## src/mac_map.svh

```systemverilog
// Register offsets, field positions, reset values and timing figures of the config group
`ifndef MAC_MAP_SVH
`define MAC_MAP_SVH

// =====================================
// Offsets
`define MAC_OFS_DELAY_CTRL   8'h07
`define MAC_OFS_CHAN_DIS     8'h08
`define MAC_OFS_PAIRING      8'h09
`define MAC_OFS_CONV_SETUP   8'h0a
`define MAC_OFS_DELAY_COUNT  8'h0b

// =====================================
// Reset values
`define MAC_RST_DELAY_CTRL   8'h40
`define MAC_RST_CHAN_DIS     8'h00
`define MAC_RST_PAIRING      8'h00
`define MAC_RST_CONV_SETUP   8'h02

// =====================================
// Field positions
`define MAC_FIXED_DELAY_BIT  0
`define MAC_TEMP_DIS_BIT     7
`define MAC_RATE_BIT_A       0
`define MAC_RATE_BIT_B       1
`define MAC_RATE_BIT_C       2
`define MAC_RANGE_BIT_A      3
`define MAC_RANGE_BIT_B      4
`define MAC_RANGE_BIT_C      5

// =====================================
// Timing
`define MAC_CLK_KHZ          25000
`define MAC_UNIT_US          1420
`define MAC_FIXED_MS         728
`define MAC_UNIT_MUL         8
`define MAC_UNIT_ADD         6
`define MAC_UNIT_CYCLES      (`MAC_UNIT_US * `MAC_CLK_KHZ / 1000)
`define MAC_FIXED_CYCLES     (`MAC_FIXED_MS * `MAC_CLK_KHZ)

`endif

```

## src/mac_pkg.sv

```systemverilog
// Types shared by the monitor converter config group
package mac_pkg;

  // =====================================
  // Sample rate selections
  typedef enum logic [2:0] {
    MAC_RATE_0K512 = 3'h0,
    MAC_RATE_1K    = 3'h1,
    MAC_RATE_1K98  = 3'h2,
    MAC_RATE_3K6   = 3'h3,
    MAC_RATE_6K3   = 3'h4,
    MAC_RATE_9K8   = 3'h5,
    MAC_RATE_13K15 = 3'h6
  } mac_rate_e;

  // =====================================
  // Full-scale range selections
  typedef enum logic [2:0] {
    MAC_RANGE_2V56   = 3'h0,
    MAC_RANGE_SUPPLY = 3'h1,
    MAC_RANGE_4V096  = 3'h2,
    MAC_RANGE_2V048  = 3'h3,
    MAC_RANGE_1V024  = 3'h4,
    MAC_RANGE_0V512  = 3'h5,
    MAC_RANGE_0V256  = 3'h6
  } mac_range_e;

  // =====================================
  // Decoded converter configuration
  typedef struct packed {
    logic [2:0] diff;
    logic [2:0] normal;
    logic [2:0] reverse;
    mac_rate_e  rate;
    mac_range_e range;
  } mac_cfg_s;

endpackage : mac_pkg

```

## src/mac_config_regs.sv

```systemverilog
// Configuration register group of the monitoring converter
`include "mac_map.svh"

// What this block does
// - Fixed-select 0: round delay is 1.42 ms times (8N+6), N from count register.
// - Fixed-select 1: round delay is a constant 728 ms, count ignored.
// - Disable bits 0-6 stop analog inputs, bit 7 temperature; errors suppressed.
// - A disabled analog input reads zero from the result store.
// - Temperature disabled: no temperature conversions, its result reads zero.
// - Pairing bits 0,2,4 make input pairs differential when set.
// - Polarity bits 1,3,5: set is normal, clear reverse; ignored when single-ended.
// - Rate field codes give seven rates; code 111 repeats 13.15 kHz.
// - Range field codes give full-scale ranges; 110 and 111 both 0.256 V.
// - Reset loads 40h, 00h, 00h and 02h into the four registers.
// - Count register at 0Bh supplies N; ignored while fixed-select is set.
module mac_config_regs #(
  parameter int unsigned RES_W        = 12,
  parameter int unsigned UNIT_CYCLES  = `MAC_UNIT_CYCLES,
  parameter int unsigned FIXED_CYCLES = `MAC_FIXED_CYCLES
) (
  input  wire logic                 i_clk,
  input  wire logic                 i_rst_n,
  input  wire logic                 i_wr,
  input  wire logic                 i_rd,
  input  wire logic [7:0]           i_addr,
  input  wire logic [7:0]           i_wdata,
  input  wire logic [7:0]           i_delay_count,
  input  wire logic [8*RES_W-1:0]   i_results,
  output logic      [7:0]           o_rdata,
  output logic                      o_rvalid,
  output logic      [7:0]           o_conv_enable,
  output logic      [7:0]           o_error_enable,
  output logic      [8*RES_W-1:0]   o_results,
  output mac_pkg::mac_cfg_s         o_cfg,
  output logic                      o_round_start
);

  // =====================================
  // Register storage
  logic [7:0]  delay_ctrl;
  logic [7:0]  chan_dis;
  logic [7:0]  pairing;
  logic [7:0]  conv_setup;
  logic [31:0] round_cnt;
  logic [31:0] next_target;
  logic        fixed_sel;

  // Reserved bits are stored as written; software keeps them zero
  always_ff @(posedge i_clk) begin
    if (!i_rst_n) begin
      delay_ctrl <= `MAC_RST_DELAY_CTRL;
      chan_dis   <= `MAC_RST_CHAN_DIS;
      pairing    <= `MAC_RST_PAIRING;
      conv_setup <= `MAC_RST_CONV_SETUP;
    end else if (i_wr) begin
      unique case (i_addr)
        `MAC_OFS_DELAY_CTRL: delay_ctrl <= i_wdata;
        `MAC_OFS_CHAN_DIS:   chan_dis   <= i_wdata;
        `MAC_OFS_PAIRING:    pairing    <= i_wdata;
        `MAC_OFS_CONV_SETUP: conv_setup <= i_wdata;
        default: begin
        end
      endcase
    end
  end

  // =====================================
  // Read port
  // Count register storage lives elsewhere; its offset reads as zero here
  always_ff @(posedge i_clk) begin
    if (!i_rst_n) begin
      o_rdata  <= 8'h00;
      o_rvalid <= 1'b0;
    end else begin
      o_rvalid <= i_rd;
      if (i_rd) begin
        unique case (i_addr)
          `MAC_OFS_DELAY_CTRL: o_rdata <= delay_ctrl;
          `MAC_OFS_CHAN_DIS:   o_rdata <= chan_dis;
          `MAC_OFS_PAIRING:    o_rdata <= pairing;
          `MAC_OFS_CONV_SETUP: o_rdata <= conv_setup;
          default:             o_rdata <= 8'h00;
        endcase
      end
    end
  end

  // =====================================
  // Monitoring round timer
  assign fixed_sel = delay_ctrl[`MAC_FIXED_DELAY_BIT];

  // Largest product is about 72.6 million cycles, well inside 32 bits
  always_comb begin
    if (fixed_sel) begin
      next_target = 32'(FIXED_CYCLES);
    end else begin
      next_target = 32'(UNIT_CYCLES) *
                    ((32'(i_delay_count) * `MAC_UNIT_MUL) + `MAC_UNIT_ADD);
    end
  end

  // Compare with >= so a shortened delay cannot let the counter run past
  always_ff @(posedge i_clk) begin
    if (!i_rst_n) begin
      round_cnt     <= 32'h0000_0000;
      o_round_start <= 1'b0;
    end else if (round_cnt + 32'h1 >= next_target) begin
      round_cnt     <= 32'h0000_0000;
      o_round_start <= 1'b1;
    end else begin
      round_cnt     <= round_cnt + 32'h1;
      o_round_start <= 1'b0;
    end
  end

  // =====================================
  // Channel enables and result gating
  always_ff @(posedge i_clk) begin
    if (!i_rst_n) begin
      o_conv_enable  <= 8'h00;
      o_error_enable <= 8'h00;
    end else begin
      o_conv_enable  <= ~chan_dis;
      o_error_enable <= ~chan_dis;
    end
  end

  generate
    for (genvar k = 0; k < 8; k++) begin : g_res
      always_ff @(posedge i_clk) begin
        if (!i_rst_n) begin
          o_results[k*RES_W +: RES_W] <= '0;
        end else if (chan_dis[k]) begin
          o_results[k*RES_W +: RES_W] <= '0;
        end else begin
          o_results[k*RES_W +: RES_W] <= i_results[k*RES_W +: RES_W];
        end
      end
    end
  endgenerate

  // =====================================
  // Pairing and converter setup decode
  // Code MSB sits in the lowest bit of each field
  logic [2:0] rate_code;
  logic [2:0] range_code;
  assign rate_code  = {conv_setup[`MAC_RATE_BIT_A], conv_setup[`MAC_RATE_BIT_B],
                       conv_setup[`MAC_RATE_BIT_C]};
  assign range_code = {conv_setup[`MAC_RANGE_BIT_A], conv_setup[`MAC_RANGE_BIT_B],
                       conv_setup[`MAC_RANGE_BIT_C]};

  always_ff @(posedge i_clk) begin
    if (!i_rst_n) begin
      o_cfg <= '{diff: 3'h0, normal: 3'h0, reverse: 3'h0,
                 rate: mac_pkg::MAC_RATE_0K512, range: mac_pkg::MAC_RANGE_2V56};
    end else begin
      for (int p = 0; p < 3; p++) begin
        o_cfg.diff[p]    <= pairing[2*p];
        o_cfg.normal[p]  <= pairing[2*p] & pairing[2*p+1];
        o_cfg.reverse[p] <= pairing[2*p] & ~pairing[2*p+1];
      end
      // Code 111 is folded onto the fastest rate and the smallest range
      o_cfg.rate  <= (rate_code == 3'h7) ? mac_pkg::MAC_RATE_13K15 :
                     mac_pkg::mac_rate_e'(rate_code);
      o_cfg.range <= (range_code == 3'h7) ? mac_pkg::MAC_RANGE_0V256 :
                     mac_pkg::mac_range_e'(range_code);
    end
  end

  // =====================================
  // Checks
  reset_values_a: assert property (@(posedge i_clk)
    !i_rst_n |=> (delay_ctrl == 8'h40 && chan_dis == 8'h00 &&
                  pairing == 8'h00 && conv_setup == 8'h02))
    else $error("Reset values wrong");

  write_store_a: assert property (@(posedge i_clk) disable iff (!i_rst_n)
    i_wr && i_addr == `MAC_OFS_CONV_SETUP |=> conv_setup == $past(i_wdata))
    else $error("Write not stored");

  read_back_a: assert property (@(posedge i_clk) disable iff (!i_rst_n)
    i_wr && i_addr == `MAC_OFS_PAIRING ##1 i_rd && i_addr == `MAC_OFS_PAIRING
    |=> o_rvalid && o_rdata == $past(i_wdata, 2))
    else $error("Readback mismatch");

  fixed_round_a: assert property (@(posedge i_clk) disable iff (!i_rst_n)
    fixed_sel && $stable(fixed_sel) && round_cnt == 32'(FIXED_CYCLES - 1) |=> o_round_start)
    else $error("Fixed round missed");

  prog_round_a: assert property (@(posedge i_clk) disable iff (!i_rst_n)
    !fixed_sel && o_round_start |-> $past(round_cnt) + 32'h1 >= $past(next_target))
    else $error("Programmable round early");

  chan_enable_a: assert property (@(posedge i_clk) disable iff (!i_rst_n)
    chan_dis[3] ##1 chan_dis[3] |-> !o_conv_enable[3] && !o_error_enable[3])
    else $error("Disabled channel still enabled");

  analog_zero_a: assert property (@(posedge i_clk) disable iff (!i_rst_n)
    $past(chan_dis[0]) && $past(i_rst_n) |-> o_results[RES_W-1:0] == '0)
    else $error("Disabled input not zero");

  temp_zero_a: assert property (@(posedge i_clk) disable iff (!i_rst_n)
    $past(chan_dis[7]) && $past(i_rst_n) |-> o_results[8*RES_W-1 -: RES_W] == '0
      && !o_conv_enable[7])
    else $error("Temperature not suppressed");

  polarity_ignored_a: assert property (@(posedge i_clk) disable iff (!i_rst_n)
    $past(i_rst_n) && !$past(pairing[2]) |-> !o_cfg.diff[1] && !o_cfg.normal[1]
      && !o_cfg.reverse[1])
    else $error("Polarity used while single-ended");

  rate_fold_a: assert property (@(posedge i_clk) disable iff (!i_rst_n)
    $past(i_rst_n) && $past(rate_code) == 3'h7 |-> o_cfg.rate == mac_pkg::MAC_RATE_13K15)
    else $error("Rate code 111 wrong");

  range_fold_a: assert property (@(posedge i_clk) disable iff (!i_rst_n)
    $past(i_rst_n) && $past(range_code) == 3'h7 |-> o_cfg.range == mac_pkg::MAC_RANGE_0V256)
    else $error("Range code 111 wrong");

  // =====================================
  // Register write and read checks
  // Each check looks one edge back so a write or read during reset never counts
  delay_write_a: assert property (@(posedge i_clk) disable iff (!i_rst_n)
    $past(i_rst_n) && $past(i_wr) && $past(i_addr) == `MAC_OFS_DELAY_CTRL
    |-> delay_ctrl == $past(i_wdata))
    else $error("Delay control write not stored");

  chan_write_a: assert property (@(posedge i_clk) disable iff (!i_rst_n)
    $past(i_rst_n) && $past(i_wr) && $past(i_addr) == `MAC_OFS_CHAN_DIS
    |-> chan_dis == $past(i_wdata))
    else $error("Channel disable write not stored");

  pair_write_a: assert property (@(posedge i_clk) disable iff (!i_rst_n)
    $past(i_rst_n) && $past(i_wr) && $past(i_addr) == `MAC_OFS_PAIRING
    |-> pairing == $past(i_wdata))
    else $error("Pairing write not stored");

  delay_read_a: assert property (@(posedge i_clk) disable iff (!i_rst_n)
    $past(i_rst_n) && $past(i_rd) && $past(i_addr) == `MAC_OFS_DELAY_CTRL
    |-> o_rdata == $past(delay_ctrl))
    else $error("Delay control read wrong");

  chan_read_a: assert property (@(posedge i_clk) disable iff (!i_rst_n)
    $past(i_rst_n) && $past(i_rd) && $past(i_addr) == `MAC_OFS_CHAN_DIS
    |-> o_rdata == $past(chan_dis))
    else $error("Channel disable read wrong");

  pair_read_a: assert property (@(posedge i_clk) disable iff (!i_rst_n)
    $past(i_rst_n) && $past(i_rd) && $past(i_addr) == `MAC_OFS_PAIRING
    |-> o_rdata == $past(pairing))
    else $error("Pairing read wrong");

  setup_read_a: assert property (@(posedge i_clk) disable iff (!i_rst_n)
    $past(i_rst_n) && $past(i_rd) && $past(i_addr) == `MAC_OFS_CONV_SETUP
    |-> o_rdata == $past(conv_setup))
    else $error("Converter setup read wrong");

  count_read_a: assert property (@(posedge i_clk) disable iff (!i_rst_n)
    $past(i_rst_n) && $past(i_rd) && $past(i_addr) == `MAC_OFS_DELAY_COUNT
    |-> o_rdata == 8'h00)
    else $error("Count offset read not zero");

  read_valid_a: assert property (@(posedge i_clk) disable iff (!i_rst_n)
    $past(i_rst_n) |-> o_rvalid == $past(i_rd))
    else $error("Read valid pulse wrong");

  // =====================================
  // Channel and decode checks
  conv_enable_a: assert property (@(posedge i_clk) disable iff (!i_rst_n)
    $past(i_rst_n) |-> o_conv_enable == ~$past(chan_dis))
    else $error("Conversion enables wrong");

  error_enable_a: assert property (@(posedge i_clk) disable iff (!i_rst_n)
    $past(i_rst_n) |-> o_error_enable == ~$past(chan_dis))
    else $error("Error enables wrong");

  result_pass_a: assert property (@(posedge i_clk) disable iff (!i_rst_n)
    $past(i_rst_n) && !$past(chan_dis[1])
    |-> o_results[2*RES_W-1 -: RES_W] == $past(i_results[2*RES_W-1 -: RES_W]))
    else $error("Enabled input result lost");

  diff_map_a: assert property (@(posedge i_clk) disable iff (!i_rst_n)
    $past(i_rst_n) |-> o_cfg.diff == {$past(pairing[4]), $past(pairing[2]), $past(pairing[0])})
    else $error("Differential map wrong");

  pol_select_a: assert property (@(posedge i_clk) disable iff (!i_rst_n)
    $past(i_rst_n) && $past(pairing[0])
    |-> o_cfg.normal[0] == $past(pairing[1]) && o_cfg.reverse[0] == !$past(pairing[1]))
    else $error("Polarity select wrong");

  rate_pass_a: assert property (@(posedge i_clk) disable iff (!i_rst_n)
    $past(i_rst_n) && $past(rate_code) != 3'h7 |-> o_cfg.rate == $past(rate_code))
    else $error("Rate code wrong");

  range_pass_a: assert property (@(posedge i_clk) disable iff (!i_rst_n)
    $past(i_rst_n) && $past(range_code) != 3'h7 |-> o_cfg.range == $past(range_code))
    else $error("Range code wrong");

endmodule : mac_config_regs

```

## config.mk

```make
export PLATFORM = sky130hd
export DESIGN_NAME = mac_config_regs
export DESIGN_NICKNAME = d
export VERILOG_FILES = /design/src/mac_pkg.sv /design/src/mac_config_regs.sv
export VERILOG_INCLUDE_DIRS = /design/src /design/src/src
export SDC_FILE = /design/constraint.sdc
export NUM_CORES = 1
export LEC_CHECK = 0
export BUFFER_PORTS_ARGS = -buffer_cell sky130_fd_sc_hd__buf_2
export CAP_MARGIN = 20
export CELL_PAD_IN_SITES_DETAIL_PLACEMENT = 0
export CELL_PAD_IN_SITES_GLOBAL_PLACEMENT = 2
export CORE_ASPECT_RATIO = 0.7
export CORE_MARGIN = 8
export CORE_UTILIZATION = 34
export CTS_CLUSTER_DIAMETER = 200
export DETAILED_ROUTE_END_ITERATION = 10
export HOLD_SLACK_MARGIN = 0.02
export PLACE_DENSITY_LB_ADDON = 0.12
export REMOVE_ABC_BUFFERS = 1
export SLEW_MARGIN = 0
export SYNTH_ARGS = -nofsm -noshare
export SYNTH_HDL_FRONTEND = slang
export SYNTH_SLANG_ARGS = --single-unit
```

## constraint.sdc

```tcl
create_clock -name i_clk -period 16.2 [get_ports i_clk]
set_input_delay 1.62 -clock i_clk [delete_from_list [all_inputs] [get_ports i_clk]]
set_output_delay 1.62 -clock i_clk [all_outputs]
set_load 0.1 [all_outputs]
```

# Yosys cells after proc, flatten, opt, wreduce, memory -nomap -nowiden
# Cells that the tools add are included.
[totals] regBits=193 in_bits=124 out_inout_bits=137 elab_cells=65
[op_classes] add_sub_neg=2 multipliers=1 order_cmp=1 n_eq_ne=6 muxes=5 bitwise_logic=11 reduce_logical=15
[ops] operator="$add A32 B1 Y32 const B" n=1
[ops] operator="$ge A32 B32 Y1" n=1
[ops] operator="$pmux W8 S4" n=1
[ops] operator="$mux W28" n=1
[ops] operator="$mul A14 B12 Y26 const A" n=1
[ops] operator="$eq A8 B4 Y1 const B" n=3
[ops] operator="$reduce_or A2 Y1" n=11
[ops] operator="$add A11 B3 Y12 const B" n=1
[ops] operator="$eq A8 B3 Y1 const B" n=1
[ops] operator="$not A8 Y8" n=1
[ops] operator="$reduce_and A2 Y1" n=4
[ops] operator="$and A1 B1 Y1" n=6
[ops] operator="$eq A3 B3 Y1 const B" n=2
[ops] operator="$mux W3" n=2
[ops] operator="$not A1 Y1" n=4
[ops] operator="$mux W1" n=1

# Depth between registers and ports, before layout
[depth] ltp_word=5 ltp_mapped=27 mapped_depth_nobuf=25

# Least setup slack after synthesis
# No wires, ideal clock.
[synth_path] path_type="input to register" from="in i_delay_count[0]" to="reg round_cnt[10]" arrival_ps=7190 setup_slack_ps=8930 stages=25 path_cell_list="ha_1 -> ha_1 -> inv_1 -> fa_1 -> inv_1 -> fa_1 -> inv_1 -> fa_1 -> inv_1 -> ha_1 -> nand3_1 -> nor2_1 -> o31ai_1 -> a21oi_1 -> o21ai_0 -> or3b_2 -> ha_1 -> a21o_1 -> a21o_1 -> a211oi_1 -> o211ai_1 -> o2111a_1 -> buf_2 -> buf_1 -> nor3b_1"
[synth_via] elab_chain_len=5
[synth_lines] item="start: declaration" line="mac_config_regs.sv:27" text="input wire logic [7:0] i_delay_count,"
[synth_lines] item="$add A11 B3 Y12 (no line)"
[synth_lines] item="$mul A14 B12 Y26" line="mac_config_regs.sv:97" text="next_target = 32'(UNIT_CYCLES) *"
[synth_lines] item="$mux W28" line="mac_config_regs.sv:94" text="if (fixed_sel) begin"
[synth_lines] item="$ge A32 B32 Y1" line="mac_config_regs.sv:107" text="end else if (round_cnt + 32'h1 >= next_target) begin"
[synth_lines] item="$reduce_or A2 Y1 (no line)"
[synth_lines] item="end signal: assignment" line="mac_config_regs.sv:111" text="round_cnt <= round_cnt + 32'h1;"
[synth_lines] item="end: declaration" line="mac_config_regs.sv:44" text="logic [31:0] round_cnt;"
# No other way between the ends.
# A chain may end at the register's enable or synchronous reset.

# Worst setup path in the final report
[layout_path] from="in i_delay_count[0]" to="reg round_cnt[26]"
# The elaborated chain is that of the path after synthesis.

==> results.md <==
- Run status: complete, no violations
- I/O Pins: 261
- Int Power: 953 uW
- DIE AREA: 33,000 sq um
- Max_slew headroom: 25.6%
- EDFF count, synth: 0
- Overall Power: 1.55 mW
- Reg clk slew, reported paths: 70 ps
- Hold-fix buffer count after cts: 0
- Cells after Synth: 956
- Final WS setup: 8460 ps
- Period utilisation layout: 47.8%
- Cell Count Post-Placement: 1,543
- Global-route wire length before repair: 41.3 mm
- Max-Cap Viols: 0
- Pin slew with the least headroom to its limit: 1120 ps
- CTS sink count: 193
- # Post-CTS Setup Buffers: 0
- Final min period: 7740 ps
- CP peak stage delay: 640 ps
- Worst EP required: 16,530 ps
- Width of the die: 214 um
- Final setup fails: 0
- Cells along the critical path: buf_2 -> ha_1 -> ha_1 -> inv_1 -> fa_1 -> inv_1 -> fa_1 -> inv_1 -> fa_1 -> inv_1 -> ha_1 -> inv_1 -> nor2_1 -> o31ai_1 -> a21oi_1 -> o21ai_0 -> or3b_2 -> ha_1 -> a21o_1 -> a21o_1 -> a211oi_1 -> o211ai_1 -> o2111a_1 -> nor3b_1
- Sequential power share: 31.8%
- Initial DRT Pass Iterations: 6
- Clk_skew: 9.79 ps
- PwrDens: 134 nW/um^2
- Clock root cell: clkbuf_16
- Port Buffers: 260
- Cell Count, Final, Fillers Out: 1,575
- GR Overflow Total: 0
- Final hold slack: 460 ps
- Total GRT Usage: 15.9%
- Finished Cell Area: 11,500 sq um
- Crit path capture type: flip-flop
- Post-synth ARST share: 0%
- DR WL/cell: 16.9 um
- Vias in the first global route: 7,188
- DRC: 0
- Max rail drop VDD: 0.0000685 V
- Post-synthesis sequential area ratio: 41.5%
- Antenna cells: 0
- Drt first-iter violations: 427
- Resize count post-CTS: 0
- YS warnings: 0
- Net Switching: 596 uW
- Post-Place Cell Area: 10,900 sq um
- CP max-delay cell: o2111a_1
- Fin util: 42.9%
- Achievable Freq: 129 MHz
- Post-Syn Area: 9320 sq um
- Share of layout cells above drive strength 1: 25.2%
- Most frequent cell on the critical path: inv_1
- Kind of critical path: in2reg
- Routability cong.: 0.771
- Main synth FF type: dfxtp_1
- Hpwl dp: 21.2 mm
- Final Hold Vio Count: 0
- #FFs+latches synth: 193
- Fillers: 2,673
- H-tree Lvls: 4
- CP top delay family: adder cells
- Synth-to-Final Area Change: 23.6%
- Total Wirelength: 26.7 mm
- Post-placement setup slack: 8100 ps
- Max-slew violation count: 0
- Remaining antenna violation count: 0
- Clk pwr share: 29.1%
- RSZ-0062 raised after global routing: false
- Leakage: 5.47 nW
- Arrival @ worst endpoint: 8070 ps
- CTS tree: built
- CP bufs+invs: 6
- Largest net degree at the start of global routing: 64
- Vias per inst: 4.61
- Initial Util: 34.7%
- Net Sw Frac: 38.5%
- Core ar.: 26,800 sq um
- Critical path peak fanout: 28
- CP startpoint kind: input pin
- Initial antenna violation count: 1
- Clock tree buffer depth: 2
- Total Nets Final: 1,434
- Logic pwr share: 39.1%
- Syn Area/Cell: 9.75 sq um
- Row count: 50
- Post-Route Setup TNS: 0 ps
- Total vias in the final route: 7,253
- Distinct cells, synth: 64
- Worst Hold Class: reg2reg
- Die Ht: 155 um
- Clock latency on the worst-skew pair: 430 ps
- CTS Buf Count: 17
power by group through the flow:
stage | Combinational [mW] | Clock, mW | Sequential, mW
floorplan | 0.351 | 0 | 0.616
global placement | 0.610 | 0 | 0.504
detailed placement | 0.605 | 0 | 0.504
CTS | 0.611 | 0.467 | 0.493
global route | 0.687 | 0.488 | 0.494
finish | 0.605 | 0.451 | 0.493
tightest hold or removal path, cell delays in order, from the launching register on:
cell,delay [ps]
dfxtp_1,330
nand2_1,60
a21oi_1,30
state kept, by name (all words and copies together) (netlist names):
signal          flops
o_rvalid            1
chan_dis            8
o_error_enable      8
o_round_start       1
o_cfg              15
pairing             8
o_results          96
delay_ctrl          8
round_cnt          32
o_rdata             8
conv_setup          8
path summary, 6_finish.rpt:
path | start | endpoint | slack (ps) | depth (start not counted)
min reg2reg | conv_setup[5] | o_cfg[0] | 460 | 2
min | conv_setup[5] | o_cfg[0] | 460 | 2
max | i_delay_count[0] | round_cnt[26] | 8460 | 24
max reg2reg | round_cnt[2] | round_cnt[4] | 12350 | 11
layout make-up:
type                    count  area [sq um]  area share [%]
clock buffers              18           439            3.81
clock inverters            14           191            1.66
inverters                  66           248            2.15
multi-input cells         657          5000            43.4
flip-flops and latches    193          3860            33.5
well taps                 364           455            3.95
repair buffers            263          1320            11.5
logic make-up after synthesis:
group / Yosys count / synth area share, %
mux: 5 / 0.550
fa+ha+maj: 112 / 17.1
other cells: 1 / 0.0402
buf+inv: 110 / 5.08
xor+xnor: 35 / 3.29
compound gates: 142 / 10.5
simple gates: 358 / 21.9
flops: 193 / 41.5
synthesized netlist by cell type, drive strengths merged, types with 2 or more instances:
| library cell | instances | area (sq um) |
|---|---|---|
| a2111oi | 2 | 17.5 |
| a211oi | 2 | 15.0 |
| a21boi | 30 | 225 |
| a21o | 10 | 75.1 |
| a21oi | 33 | 165 |
| a221oi | 2 | 17.5 |
| a222oi | 8 | 80.1 |
| a311oi | 2 | 17.5 |
| a31oi | 3 | 18.8 |
| a41oi | 2 | 17.5 |
| and2 | 106 | 663 |
| and3 | 16 | 100 |
| and4 | 4 | 35.0 |
| buf | 18 | 128 |
| clkbuf | 26 | 97.6 |
| dfxtp | 193 | 3860 |
| fa | 26 | 521 |
| ha | 86 | 1080 |
| inv | 66 | 248 |
| mux2i | 4 | 40.0 |
| nand2 | 65 | 246 |
| nand3 | 53 | 265 |
| nand4 | 10 | 68.8 |
| nor2 | 25 | 93.8 |
| nor2b | 27 | 169 |
| nor3 | 11 | 66.3 |
| nor3b | 27 | 225 |
| nor4 | 2 | 18.8 |
| o2111a | 2 | 22.5 |
| o211ai | 3 | 22.5 |
| o21a | 15 | 113 |
| o21ai | 17 | 85.1 |
| o21bai | 2 | 15.0 |
| o31ai | 3 | 22.5 |
| or3 | 3 | 18.8 |
| or3b | 2 | 17.5 |
| or4 | 2 | 15.0 |
| xnor2 | 18 | 158 |
| xor2 | 17 | 149 |
per-layer routing:
metal	vias to the layer above	GRT usage (%)	wire length, um
met2	212	22.8	10800
met3	23	5.21	2180
met5	-	0	13
met4	2	4.23	403
li1	3729	-	-
met1	3287	22.5	13300
cells in the final DEF (no fill, tap or decap), drive strengths merged, types with 18 or more instances in the layout:
master,instances
nor2,25
a21oi,33
a21boi,30
ha,86
fa,26
xnor2,18
clkbuf,18
nor2b,27
nand3,53
and2,106
inv,73
nor3b,27
buf,263
dfxtp,193
nand2,65
(Power assumes the default switching activity.)
